==> src/hw/active_power_map.svh <==
`ifndef ACTIVE_POWER_MAP_SVH
`define ACTIVE_POWER_MAP_SVH

// Register byte offsets
`define REG_CTRL_OFS 8'h00
`define REG_STATUS_OFS 8'h04
`define REG_POWER_OFS 8'h08
`define REG_SLOW_COUNT_OFS 8'h0c
`define REG_FAST_COUNT_OFS 8'h10

// Control fields
`define CTRL_COUNT_CLEAR_BIT 0
`define CTRL_PULSE_ENABLE_BIT 1
`define CTRL_RESET_VALUE 32'h0000_0002

// Status fields
`define STAT_HOLDOFF_BIT 0
`define STAT_NOLOAD_BIT 1
`define STAT_SETTLING_BIT 2
`define STAT_FILTER_ON_BIT 3

// Positions in the synchronised pin vector
`define PIN_COUNT 8
`define PIN_CLEAR_N 0
`define PIN_SUPPLY_OK 1
`define PIN_FILTER_EN 2
`define PIN_RATE_LO 3
`define PIN_RATE_HI 5
`define PIN_GAIN_LO 6
`define PIN_GAIN_HI 7

// Signal path
`define SAMPLE_DIV_LOG2 8
`define SETTLE_SAMPLES 2'h3
`define OFFSET_FILTER_SHIFT 9
`define POWER_LOWPASS_SHIFT 8
`define FULL_SCALE_LOG2 30
`define SLOW_BASE_LOG2 21
`define FAST_LOW_LOG2 15
`define FAST_CAL_LOG2 7
`define FAST_HIGH_LOG2 16
`define CAL_RATE_SEL 3'h3
`define NOLOAD_PPM 15
`define PPM_DENOM 1000000

// Timing
`define HOLDOFF_MS 1000
`define CLK_KHZ 40000

`endif

==> src/hw/active_power_pkg.sv <==
package active_power_pkg;
  typedef logic signed [15:0] sample_type;
  typedef logic signed [16:0] channel_type;
  typedef logic signed [37:0] power_type;
  typedef logic [47:0] energy_type;
  typedef enum logic {PHASE_A, PHASE_B} slow_phase_type;
endpackage : active_power_pkg

==> src/hw/active_power_pulse_engine.sv <==
// Design decisions made here: register access over AHB-Lite and the address map.
`timescale 1ns/100ps
`default_nettype none
`include "active_power_map.svh"
module active_power_pulse_engine
  import active_power_pkg::*;
#(
  parameter int unsigned HOLDOFF_CYCLES = `HOLDOFF_MS * `CLK_KHZ,
  parameter int unsigned SLOW_PULSE_CYCLES = 40000,
  parameter int unsigned FAST_PULSE_CYCLES = 40,
  parameter bit SLOW_ALTERNATE = 1'b1
) (
  // Clock and reset
  input wire logic clk_i,
  input wire logic rst_b_i,
  // Asynchronous pins
  input wire logic external_clear_n_i,
  input wire logic supply_ok_i,
  input wire logic offset_filter_enable_i,
  input wire logic rate_select_hi_i,
  input wire logic rate_select_mid_i,
  input wire logic rate_select_lo_i,
  input wire logic gain_select_hi_i,
  input wire logic gain_select_lo_i,
  // Converter samples, same clock
  input wire logic signed [15:0] ch0_sample_i,
  input wire logic signed [15:0] ch1_sample_i,
  // Pulse outputs
  output logic energy_pulse_a_o,
  output logic energy_pulse_b_o,
  output logic calibration_pulse_o,
  // Product stream, never gated
  output logic signed [33:0] product_o,
  output logic product_valid_o,
  // AHB-Lite slave
  input wire logic hsel_i,
  input wire logic [31:0] haddr_i,
  input wire logic [1:0] htrans_i,
  input wire logic hwrite_i,
  input wire logic [2:0] hsize_i,
  input wire logic [31:0] hwdata_i,
  input wire logic hready_i,
  output logic [31:0] hrdata_o,
  output logic hreadyout_o,
  output logic hresp_o
);
  if (HOLDOFF_CYCLES < 1 || HOLDOFF_CYCLES > 32'h03ff_ffff) begin : g_bad_holdoff
    $error("HOLDOFF_CYCLES must fit the 26-bit hold-off counter");
  end
  if (SLOW_PULSE_CYCLES < 1 || SLOW_PULSE_CYCLES > 32'h0000_ffff ||
      FAST_PULSE_CYCLES < 1 || FAST_PULSE_CYCLES > 32'h0000_ffff) begin : g_bad_width
    $error("Pulse widths must lie between 1 and 65535 cycles");
  end
  localparam energy_type NOLOAD_LEVEL =
    48'((64'h1 << `FULL_SCALE_LOG2) * `NOLOAD_PPM / `PPM_DENOM);
  // Energy per pulse: full scale times 2^(N - sample divider)
  function automatic energy_type threshold(input logic [5:0] n);
    threshold = 48'h1 << (n + 6'(`FULL_SCALE_LOG2) - 6'(`SAMPLE_DIV_LOG2));
  endfunction : threshold
  // Gain codes 00/01/10/11 give shifts of 0/1/3/4
  function automatic logic [2:0] gain_shift(input logic [1:0] g);
    gain_shift = (g == 2'h0) ? 3'h0 : (g == 2'h1) ? 3'h1 : (g == 2'h2) ? 3'h3 : 3'h4;
  endfunction : gain_shift
  // Pin synchronisers: a change counts once stages two and three agree
  wire [`PIN_COUNT-1:0] pins_raw = {gain_select_hi_i, gain_select_lo_i, rate_select_hi_i,
                                    rate_select_mid_i, rate_select_lo_i,
                                    offset_filter_enable_i, supply_ok_i, external_clear_n_i};
  logic [`PIN_COUNT-1:0] sync1_q;
  logic [`PIN_COUNT-1:0] sync2_q;
  logic [`PIN_COUNT-1:0] sync3_q;
  logic [`PIN_COUNT-1:0] pins_q;
  wire [`PIN_COUNT-1:0] pin_agree = ~(sync2_q ^ sync3_q);
  wire [`PIN_COUNT-1:0] pins_d = (pin_agree & sync3_q) | (~pin_agree & pins_q);
  always_ff @(posedge clk_i) begin
    if (!rst_b_i) begin
      sync1_q <= '0;
      sync2_q <= '0;
      sync3_q <= '0;
      pins_q <= '0;
    end else begin
      sync1_q <= pins_raw;
      sync2_q <= sync1_q;
      sync3_q <= sync2_q;
      pins_q <= pins_d;
    end
  end
  wire core_rst_b = rst_b_i & pins_q[`PIN_CLEAR_N] & pins_q[`PIN_SUPPLY_OK];
  wire filter_on = pins_q[`PIN_FILTER_EN];
  wire [2:0] rate_sel = pins_q[`PIN_RATE_HI:`PIN_RATE_LO];
  wire [1:0] gain_sel = pins_q[`PIN_GAIN_HI:`PIN_GAIN_LO];
  // sample strobe every 256 clocks, staged down the pipeline
  logic [`SAMPLE_DIV_LOG2-1:0] div_q;
  logic [2:0] stb_q;
  wire div_wrap = (div_q == {`SAMPLE_DIV_LOG2{1'b1}});
  always_ff @(posedge clk_i) begin
    if (!core_rst_b) begin
      div_q <= '0;
      stb_q <= '0;
    end else begin
      div_q <= div_q + 1'b1;
      stb_q <= {stb_q[1:0], div_wrap};
    end
  end
  // both filters take the same strobe and inputs at once
  channel_type ch0_ext;
  channel_type ch1_ext;
  channel_type ch0_hp;
  channel_type ch1_hp;
  channel_type ch0_raw_q;
  channel_type ch1_raw_q;
  assign ch0_ext = {ch0_sample_i[15], ch0_sample_i};
  assign ch1_ext = {ch1_sample_i[15], ch1_sample_i};
  // shift of 9 puts the corner near 4.45 Hz at 3.58 MHz
  first_order_iir #(.WIDTH(17), .SHIFT(`OFFSET_FILTER_SHIFT), .HIGHPASS(1'b1)) u_hp0 (
    .clk_i(clk_i),
    .rst_b_i(core_rst_b),
    .strobe_i(div_wrap),
    .x_i(ch0_ext),
    .y_o(ch0_hp)
  );
  first_order_iir #(.WIDTH(17), .SHIFT(`OFFSET_FILTER_SHIFT), .HIGHPASS(1'b1)) u_hp1 (
    .clk_i(clk_i),
    .rst_b_i(core_rst_b),
    .strobe_i(div_wrap),
    .x_i(ch1_ext),
    .y_o(ch1_hp)
  );
  wire signed [16:0] ch0_sel = filter_on ? ch0_hp : ch0_raw_q;
  wire signed [16:0] ch1_sel = filter_on ? ch1_hp : ch1_raw_q;
  // instantaneous power from the selected channels
  wire signed [33:0] product_d = ch0_sel * ch1_sel;
  logic signed [33:0] product_q;
  // gain scales power and every output rate
  wire signed [37:0] scaled_d = 38'(product_q) <<< gain_shift(gain_sel);
  power_type power_in;
  power_type avg_power;
  always_ff @(posedge clk_i) begin
    if (!core_rst_b) begin
      ch0_raw_q <= '0;
      ch1_raw_q <= '0;
      product_q <= '0;
    end else begin
      if (div_wrap) begin
        ch0_raw_q <= ch0_ext;
        ch1_raw_q <= ch1_ext;
      end
      if (stb_q[0]) begin
        product_q <= product_d;
      end
    end
  end
  assign power_in = scaled_d;
  // one-pole IIR for the mean power
  // shift of 8 puts the corner near 8.9 Hz
  first_order_iir #(.WIDTH(38), .SHIFT(`POWER_LOWPASS_SHIFT), .HIGHPASS(1'b0)) u_power_lowpass (
    .clk_i(clk_i),
    .rst_b_i(core_rst_b),
    .strobe_i(stb_q[1]),
    .x_i(power_in),
    .y_o(avg_power)
  );
  // product leaves before any creep gating
  assign product_o = product_q;
  assign product_valid_o = stb_q[1];
  // accumulation waits out the settling samples
  logic [1:0] settle_q;
  wire settled = (settle_q == `SETTLE_SAMPLES);
  // hold-off restarts on every reset release
  logic [25:0] holdoff_q;
  wire holdoff = (holdoff_q != 26'(HOLDOFF_CYCLES));
  always_ff @(posedge clk_i) begin
    if (!core_rst_b) begin
      settle_q <= '0;
      holdoff_q <= '0;
    end else begin
      if (stb_q[2] && !settled) begin
        settle_q <= settle_q + 1'b1;
      end
      if (holdoff) begin
        holdoff_q <= holdoff_q + 1'b1;
      end
    end
  end
  // slow constant is MCLK/2^(21 - rate_sel[1:0])
  wire [5:0] slow_log2 = 6'(`SLOW_BASE_LOG2) - {4'h0, rate_sel[1:0]};
  // fast constant from all three selects
  wire [5:0] fast_log2 = (rate_sel == `CAL_RATE_SEL) ? 6'(`FAST_CAL_LOG2) :
                         rate_sel[2] ? 6'(`FAST_HIGH_LOG2) : 6'(`FAST_LOW_LOG2);
  // slow threshold is 2^2 or more times the fast one
  // slow energy per pulse follows the selects
  wire [47:0] slow_thr = threshold(slow_log2);
  wire [47:0] fast_thr = threshold(fast_log2);
  // creep level is 15 ppm of full-scale power
  // calibration select lifts the creep gate
  wire power_pos = !avg_power[37];
  wire [47:0] power_mag = power_pos ? {10'h0, avg_power} : 48'h0;
  wire noload = (rate_sel != `CAL_RATE_SEL) && (power_mag < NOLOAD_LEVEL);
  wire accumulate = stb_q[2] && settled && !noload;
  // accumulate and emit one pulse per crossing
  logic [47:0] slow_acc_q;
  logic [47:0] fast_acc_q;
  wire [47:0] slow_sum = slow_acc_q + power_mag;
  wire [47:0] fast_sum = fast_acc_q + power_mag;
  wire slow_cross = accumulate && (slow_sum >= slow_thr);
  wire fast_cross = accumulate && (fast_sum >= fast_thr);
  // accumulators clear with the core reset
  always_ff @(posedge clk_i) begin
    if (!core_rst_b) begin
      slow_acc_q <= '0;
      fast_acc_q <= '0;
    end else if (accumulate) begin
      slow_acc_q <= slow_cross ? slow_sum - slow_thr : slow_sum;
      fast_acc_q <= fast_cross ? fast_sum - fast_thr : fast_sum;
    end
  end
  // Pulse timers; a crossing during a pulse restarts its timer
  logic pulse_en_q;
  wire fire_ok = !holdoff && pulse_en_q;
  logic [15:0] slow_tmr_q;
  logic [15:0] fast_tmr_q;
  slow_phase_type phase_q;
  logic pulse_a_q;
  logic pulse_b_q;
  logic pulse_cal_q;
  wire slow_fire = slow_cross && fire_ok;
  wire fast_fire = fast_cross && fire_ok;
  // width and alternation come from parameters
  always_ff @(posedge clk_i) begin
    if (!core_rst_b) begin
      slow_tmr_q <= '0;
      fast_tmr_q <= '0;
      phase_q <= PHASE_A;
      pulse_a_q <= 1'b0;
      pulse_b_q <= 1'b0;
      pulse_cal_q <= 1'b0;
    end else begin
      if (slow_fire) begin
        slow_tmr_q <= 16'(SLOW_PULSE_CYCLES);
        pulse_a_q <= !SLOW_ALTERNATE || (phase_q == PHASE_A);
        pulse_b_q <= !SLOW_ALTERNATE || (phase_q == PHASE_B);
        phase_q <= (phase_q == PHASE_A) ? PHASE_B : PHASE_A;
      end else if (slow_tmr_q != 16'h0) begin
        slow_tmr_q <= slow_tmr_q - 1'b1;
      end else begin
        pulse_a_q <= 1'b0;
        pulse_b_q <= 1'b0;
      end
      if (fast_fire) begin
        fast_tmr_q <= 16'(FAST_PULSE_CYCLES);
        pulse_cal_q <= 1'b1;
      end else if (fast_tmr_q != 16'h0) begin
        fast_tmr_q <= fast_tmr_q - 1'b1;
      end else begin
        pulse_cal_q <= 1'b0;
      end
    end
  end
  assign energy_pulse_a_o = pulse_a_q;
  assign energy_pulse_b_o = pulse_b_q;
  assign calibration_pulse_o = pulse_cal_q;
  // Bus: address phase captured, one wait cycle, then data
  logic pend_q;
  logic pend_write_q;
  logic [7:0] addr_q;
  logic ready_q;
  logic [31:0] rdata_q;
  logic [31:0] slow_count_q;
  logic [31:0] fast_count_q;
  wire take = hsel_i && htrans_i[1] && hready_i;
  wire wr_ctrl = pend_q && pend_write_q && (addr_q == `REG_CTRL_OFS);
  wire count_clear = wr_ctrl && hwdata_i[`CTRL_COUNT_CLEAR_BIT];
  wire [31:0] ctrl_word = {30'h0, pulse_en_q, 1'b0};
  wire [31:0] status_word = {28'h0, filter_on, !settled, noload, holdoff};
  wire [31:0] rd_word = (addr_q == `REG_CTRL_OFS) ? ctrl_word :
                        (addr_q == `REG_STATUS_OFS) ? status_word :
                        (addr_q == `REG_POWER_OFS) ? avg_power[37:6] :
                        (addr_q == `REG_SLOW_COUNT_OFS) ? slow_count_q :
                        (addr_q == `REG_FAST_COUNT_OFS) ? fast_count_q : 32'h0;
  always_ff @(posedge clk_i) begin
    if (!rst_b_i) begin
      pend_q <= 1'b0;
      pend_write_q <= 1'b0;
      addr_q <= '0;
      ready_q <= 1'b1;
      rdata_q <= '0;
    end else begin
      pend_q <= take;
      ready_q <= !take;
      if (take) begin
        pend_write_q <= hwrite_i;
        addr_q <= {haddr_i[7:2], 2'b00};
      end
      if (pend_q && !pend_write_q) begin
        rdata_q <= rd_word;
      end
    end
  end
  // Control and counters; a pulse in the clear cycle still counts
  always_ff @(posedge clk_i) begin
    if (!core_rst_b) begin
      pulse_en_q <= 1'(`CTRL_RESET_VALUE >> `CTRL_PULSE_ENABLE_BIT);
      slow_count_q <= '0;
      fast_count_q <= '0;
    end else begin
      if (wr_ctrl) begin
        pulse_en_q <= hwdata_i[`CTRL_PULSE_ENABLE_BIT];
      end
      slow_count_q <= (count_clear ? 32'h0 : slow_count_q) + {31'h0, slow_fire};
      fast_count_q <= (count_clear ? 32'h0 : fast_count_q) + {31'h0, fast_fire};
    end
  end
  assign hrdata_o = rdata_q;
  assign hreadyout_o = ready_q;
  assign hresp_o = 1'b0;
endmodule : active_power_pulse_engine
`default_nettype wire

==> src/hw/first_order_iir.sv <==
`timescale 1ns/100ps
`default_nettype none
module first_order_iir #(
  parameter int WIDTH = 17,
  parameter int SHIFT = 9,
  parameter bit HIGHPASS = 1'b1
) (
  // Clock and core reset
  input wire logic clk_i,
  input wire logic rst_b_i,
  // Sample stream
  input wire logic strobe_i,
  input wire logic signed [WIDTH-1:0] x_i,
  output logic signed [WIDTH-1:0] y_o
);
  localparam int AW = WIDTH + SHIFT + 1;

  if (WIDTH < 2 || SHIFT < 1) begin : g_bad_param
    $error("first_order_iir needs WIDTH >= 2 and SHIFT >= 1");
  end

  logic signed [AW-1:0] acc_q;
  logic signed [AW-1:0] acc_d;
  logic signed [WIDTH-1:0] y_q;
  logic signed [WIDTH-1:0] y_d;

  // Accumulator holds the low-pass value scaled by 2^SHIFT
  wire signed [AW-1:0] x_ext = {{(SHIFT + 1){x_i[WIDTH-1]}}, x_i};
  wire signed [AW-1:0] lp_full = acc_q >>> SHIFT;
  wire signed [WIDTH-1:0] lp = lp_full[WIDTH-1:0];
  wire signed [WIDTH:0] diff = {x_i[WIDTH-1], x_i} - {lp[WIDTH-1], lp};

  // One-pole update; high-pass is input minus the tracked mean
  assign acc_d = acc_q + x_ext - lp_full;
  assign y_d = HIGHPASS ? diff[WIDTH-1:0] : lp;
  assign y_o = y_q;

  // State advances only on the shared sample strobe
  always_ff @(posedge clk_i) begin
    if (!rst_b_i) begin
      acc_q <= '0;
      y_q <= '0;
    end else if (strobe_i) begin
      acc_q <= acc_d;
      y_q <= y_d;
    end
  end
endmodule : first_order_iir
`default_nettype wire

==> config.mk <==
export PLATFORM = sky130hd
export DESIGN_NAME = active_power_pulse_engine
export DESIGN_NICKNAME = d
export VERILOG_FILES = /design/src/hw/active_power_pkg.sv /design/src/hw/active_power_pulse_engine.sv /design/src/hw/first_order_iir.sv
export VERILOG_INCLUDE_DIRS = /design/src /design/src/hw
export SDC_FILE = /design/constraint.sdc
export NUM_CORES = 2
export LEC_CHECK = 0
export BUFFER_PORTS_ARGS = -buffer_cell sky130_fd_sc_hd__buf_2
export CORE_UTILIZATION = 64
export DETAILED_ROUTE_END_ITERATION = 8
export PLACE_DENSITY_LB_ADDON = 0.12
export SLEW_MARGIN = 20
export SYNTH_ARGS = -nofsm -noshare
export SYNTH_HDL_FRONTEND = slang
export SYNTH_SLANG_ARGS = --single-unit
==> constraint.sdc <==
create_clock -name clk_i -period 10.51 [get_ports clk_i]
set_input_delay 2.102 -clock clk_i [delete_from_list [all_inputs] [get_ports clk_i]]
set_output_delay 2.102 -clock clk_i [all_outputs]
set_load 0.03 [all_outputs]
# --- Yosys cells after proc, flatten, opt, wreduce, memory -nomap -nowiden ---
# Cells that the tools add are included.
totals:
  ff_bits: 548
  input_bits: 114
  wordCells: 144
op_classes:
  add_sub_neg: 24
  n_mul: 1
  n_lt_le_gt_ge: 3
  n_eq_ne: 13
  shift: 3
  muxes: 27
  n_bitwise: 10
  n_reduce_logical: 28
ops:
  columns: ["operator", "n"]
  rows:
  - ["two-way mux 32 bit", 7]
  - ["adder 48 x 37 -> 48 bit", 2]
  - [">= comparator 48 bit", 2]
  - ["two-way mux 48 bit", 2]
  - ["left shift 1 x 6 -> 48 bit (first input constant)", 2]
  - ["subtractor 48 bit", 2]
  - ["adder 32 x 1 -> 32 bit", 2]
  - ["adder 27 x 16 -> 27 bit", 2]
  - ["subtractor 27 x 18 -> 27 bit", 2]
  - ["adder 47 x 38 -> 47 bit", 1]
  - ["subtractor 47 x 39 -> 47 bit", 1]
  - ["<<< shifter 34 x 3 -> 38 bit", 1]
  - ["less-than comparator 37 x 14 -> 1 bit (second input constant)", 1]
  - ["two-way mux 37 bit", 1]
  - ["multiplier 17 x 17 -> 34 bit", 1]
  - ["two-way mux 17 bit", 2]
  - ["subtractor 16 x 17 -> 17 bit", 2]
  - ["two-way mux 16 bit", 2]
  - ["nonzero test 16 bit", 2]
  - ["subtractor 16 x 1 -> 16 bit (second input constant)", 2]
  - ["adder 26 x 1 -> 26 bit (second input constant)", 1]
  - ["inequality test 26 bit (second input constant)", 1]
  - ["AND 8 bit", 2]
  - ["inverter 8 bit", 2]
  - ["29 further kinds", 64]

# --- Depth between registers and ports, before layout ---
depth:
  ltp_word: 9
  depth_mapped: 42
  ltp_nobuf: 35

# --- Hierarchy ---
# A second synthesis with hierarchy kept.
unflattened:
  cells_unflattened: 6340
  area_unflattened_um2: 51874.8
by_module_without_submodules:
  columns: ["mod", "n_inst", "cells_each", "area_each_um2"]
  rows:
  - ["active_power_pulse_engine", 1, 4246, 34898.5]
  - ["first_order_iir at u_hp0 ...", 2, 614, 4785.8]
  - ["first_order_iir at u_power_lowpass", 1, 866, 7404.6]

# --- Worst setup path before layout ---
# No wires, ideal clock.
synth_path:
  path_type: "reg2reg"
  from: "register u_power_lowpass.y_q[37], in the netlist u_power_lowpass.y_o[37]"
  to: "register slow_count_q[26]"
  setup_time_ns: 0.128
  arrival_time_ns: 7.739
  t_required_ns: 10.382
  path_slack_ns: 2.643
  stages_incl_launch_ff: 43
  path_cell_list: "dfxtp_1 -> buf_6 -> buf_6 -> buf_6 -> buf_2 -> buf_2 -> clkbuf_1 -> clkbuf_1 -> clkbuf_1 -> nor2b_1 -> ha_1 -> inv_1 -> fa_1 -> nor2b_1 -> nor3_1 -> o21ai_0 -> a22oi_1 -> o41ai_1 -> (+7 left out) -> xnor2_1 -> ha_1 -> o21a_1 -> o21a_1 -> a2111oi_2 -> and3_1 -> nand4b_1 -> buf_2 -> inv_1 -> ha_1 -> ha_1 -> nand2_1 -> nor2_1 -> and4_1 -> nor2b_1 -> nand2_1 -> xor2_1 -> nor2_1"
synth_via:
  elab_chain_len: 8
  elab_cells_between_ends: 10
synth_lines:
  columns: ["element", "line", "source"]
  rows:
  - ["from (decl)", "first_order_iir.sv:24", "logic signed [WIDTH-1:0] y_q;"]
  - ["from (signal assigned)", "first_order_iir.sv:45", "y_q <= y_d;"]
  - ["two-way mux 37 bit *", "active_power_pulse_engine.sv:196", "wire [47:0] power_mag = power_pos ? {10'h0, avg_power} : 48'h0;"]
  - ["branches (longest 4 deep; another with adder 48 x 37 -> 48 bit)", null, null]
  - ["logical AND 1 bit *", "active_power_pulse_engine.sv:204", "wire slow_cross = accumulate && (slow_sum >= slow_thr);"]
  - ["logical AND 1 bit *", "active_power_pulse_engine.sv:225", "wire slow_fire = slow_cross && fire_ok;"]
  - ["via slow_fire", "active_power_pulse_engine.sv:225", null]
  - ["adder 32 x 1 -> 32 bit *", "active_power_pulse_engine.sv:308", "slow_count_q <= (count_clear ? 32'h0 : slow_count_q) + {31'h0, slow_fire};"]
  - ["to (signal assigned)", "active_power_pulse_engine.sv:308", null]
  - ["to (decl)", "active_power_pulse_engine.sv:267", "logic [31:0] slow_count_q;"]
# Mark *: on every way through the listed nets, which the timed path passes.
# A chain may end at the register's enable or synchronous reset.

# --- Worst setup path in the final report ---
layout_path:
  from: "register u_power_lowpass.y_q[37], in the netlist u_power_lowpass.y_o[37]"
  to: "register slow_count_q[28]"
# The elaborated chain is that of the path after synthesis.

==> results.txt <==
* Run status: completed
- The final-report max-slew violation count was 0.
- Summed over all layers, the global routing overflow is 0.
* Primary flip-flop cell chosen by synthesis mapping: dfxtp_1
- Number of standard cells after synthesis: 5,984
* Launch point of the critical path: u_power_lowpass.y_o[37]
- Setup bufs post-CTS: 0
- The synthesized design contains 0 enable-type register cells.
- After routing the design area is 0.0528 mm2.
* Top cells by area, synth: dfxtp_1 22%, fa_1 16%, ha_1 7.6%, nand2_1 5.2%, inv_1 5.0%
* Count of synthesis-stage warnings from yosys: 0
- The setup path with the least slack is of type flip-flop to flip-flop.
* Final core utilization: 69.5%
- Dividing the final minimum period by the clock period gives 79.8%.
* Yosys top cell by area: dfxtp_1
- Share of synthesized area occupied by flip-flops and latches: 22.2%
- Tightest Hold Check Type: flip-flop to flip-flop
* Max clock buf depth: 3
- The floorplan step defined a die boundary enclosing 0.0782 mm2.
- Antenna violations before repair: 0
* Number of gates given a new drive strength after cts: 0
- Register clock-pin slew on the reported worst setup and hold paths: 0.06 ns
- Summed over all nets, wire length on met2 after detailed routing comes to 64,100 um.
- Setup total negative slack: 0 ns
- Of all flip-flops after synthesis, the portion carrying an async set or reset was 0%.
* WL final: 129,000 um
* GRT Util Overall: 33.2%
- Mapped Avg Cell Area: 8.25 um2
- Routed wire per std cell: 18.4 um
* Area added between synthesis and finish: 7.06%
- Critical path launch point type: flip-flop
- After the first detailed-routing iteration, the DRC count stood at 2,819.
- Row count: 101
- In this run the count of I/O pins placed on the die edge is 186.
* Power density cells: 90.4 mW/mm2
- Number of flip-flops and latches in the synthesized netlist: 548
- Final setup vio count: 0
- Die span in y: 280 um
* Cell with the biggest individual delay on the critical path: and3_1
- The worst register-to-register path begins at u_power_lowpass.y_o[37].
- Number of placed instances, taps included: 6,921
* Starting density of the core: 64.9%
- In this run the biggest area consumer among cell types represents 22.2% of the synthesized area.
- The largest single stage delay on the critical path is 0.54 ns.
- Library cells used by synthesis: 120
* Number of clock sinks: 548
- Detailed-routing wirelength on met1: 52,400 um
* First-pass iteration count of the detailed router: 6
- TritonCTS clock tree: done
- In this run the cell area measured after placement is 0.0506 mm2.
- Detailed-route vias per instance: 5.92
* Static leakage: 22.1 nW
* Number of nets at the end of the flow: 6,771
- Worst-Skew Late Latency: 0.62 ns
- In this run the most critical hold path is launched from sync1_q[1].
- CTS H-tree depth: 3
- Number of standard cells in the final layout excluding fillers: 7,040
* Std-Cell Core Area: 0.0761 mm2
* Max Freq: 119 MHz
* Headroom to the max-slew limit: 19.3%
* Req. time, crit path: 10.98 ns
- Met3 wire length: 6750 um
* Root buffer cell: clkbuf_16
* Hold-fix buffers, CTS: 0
- Die Span X: 280 um
- Type of element capturing the critical path: flip-flop
* HPWL after detailed placement: 97,900 um
* Most numerous cell types in the synthesized netlist: 682 x nand2_1, 657 x inv_1, 622 x nor2_1
- Fill cells in the final layout number 6,423.
- Max Cap Violations: 0
- Once detail routing completed, the nets flagged for antenna violations numbered 0.
- Among all cell types in the netlist, the one instantiated most often is nand2_1.
- The first global-routing pass estimated 209,000 um of wire.
- In this run the worst path has a maximum fanout of 30.
- GPL Wtd Cong: 0.972
- Counting I/O delays and the setup requirement, the final critical path takes 8.38 ns.
- Worst clock skew on the final layout: 0.0265 ns
* Combined area of all synthesized cells: 0.0494 mm2
* Dominant cell type by count on the critical path: nand2_1
- Number of endpoints with negative hold slack in the final report: 0
* Peak VDD IR: 0.123 mV
- For the pin with the worst max-slew slack, the measured transition is 1.18 ns.
- Buffers inserted during clock tree synthesis total 66.
- Vias post-DR: 41,649
- After detailed routing, the number of remaining DRC violations is 0.
* PortBufs: 124
- Setup repair after global routing left no endpoint under its margin.
- The via count of the first global-routing pass came to 40,863.
- The post-route netlist has 7.54% of its cells at a drive strength greater than 1.
- Data arrives at the worst endpoint at 8.85 ns.
- Entering global routing, the biggest net connects 103 pins.
- Hold timing on the final database bottoms out at a slack of 0.427 ns.
- Top Layer Used: met4
-- final timing paths --
| kind | to | slack [ns] | depth (start not counted) |
|---|---|---|---|
| worst max register to register | slow_count_q[28] | 2.13 | 32 |
| worst max-delay path | slow_count_q[28] | 2.13 | 32 |
| worst min register to register | sync2_q[1] | 0.43 | 1 |
| worst min-delay path | sync2_q[1] | 0.43 | 1 |
-- registers in the layout (all words and copies together) (netlist names), 17 cells and up, named ones only --
signal and cells:
fast_acc_q 48, u_power_lowpass.y_o 38, u_hp0.y_o 17, u_hp0.acc_q 27
holdoff_q 26, u_power_lowpass.acc_q 47, fast_count_q 32, u_hp1.acc_q 27
slow_count_q 32, u_hp1.y_o 17, hrdata_o 32, product_o 34
slow_acc_q 48
-- where the power goes --
group          internal (W)  switching (W)
clock network       0.00141       0.000972
registers           0.00209     0.00000485
logic              0.000127       0.000175
-- through the flow --
step           total power [W]  setup slack (ns)
2_1_floorplan          0.00236              2.64
4_1_cts                0.00481              2.21
5_1_grt                0.00494              1.51
3_3_place_gp           0.00243              2.37
3_5_place_dp           0.00243              2.21
6_report               0.00478              2.13
-- kinds of logic after synthesis --
kind of cell,share of synthesized area [%]
flip-flops,22.2
XOR/XNOR,6.40
other,0.0152
adder cells (fa/ha/maj),24.0
AND/OR/NAND/NOR,19.0
buffers and inverters,7.27
AO/OA/AOI/OAI,15.3
multiplexers,5.81
-- placed cells by master, fill, tap and decap left out, types with 26 or more instances in the layout --
cell type	instances
a21oi_1	376
a211oi_1	36
fa_1	397
buf_4	42
o21a_1	26
o21bai_1	31
nor2b_1	70
o21ai_0	209
o211a_1	30
and2_1	74
nand4_1	39
a21boi_0	40
nand2b_1	53
nand3_1	134
xor2_1	166
dfxtp_1	544
and3_1	59
ha_1	300
o211ai_1	58
inv_1	657
nor3_1	112
or3_1	52
mux2i_1	173
buf_2	124
clkbuf_16	67
nand2_1	682
a21o_1	106
nor2_1	622
mux2_2	60
o31ai_1	27
xnor2_1	190
a31oi_1	48
-- per-layer routing --
metal,track usage [%],vias to the layer above
met5,0,-
met4,15.2,0
met3,4.20,329
met2,58.7,1194
met1,40.1,20109
li1,-,20017
-- layout make-up --
type	count	area [um2]	area share (%)
clock buffer	89	1910	3.61
tap	1030	1290	2.44
timing repair buffer	166	936	1.77
sequential	548	11000	20.8
multi-input combinational	4517	34900	66.0
clock inverter	29	358	0.677
inverter	660	2480	4.69
antenna	1	2.50	0.00474
-- worst max-delay path: cells and delay by family, from the launching register on --
family | cells | cell delay (ns)
adders and majority gates | 4 | 1.16
buffers and inverters | 2 | 0.46
DFF | 1 | 0.49
xor gates and xnor gates | 2 | 0.37
AOI/OAI and AO/OA | 11 | 3.45
and+or+nand+nor | 13 | 2.26
Note: power is estimated with default switching activity, not from simulation.
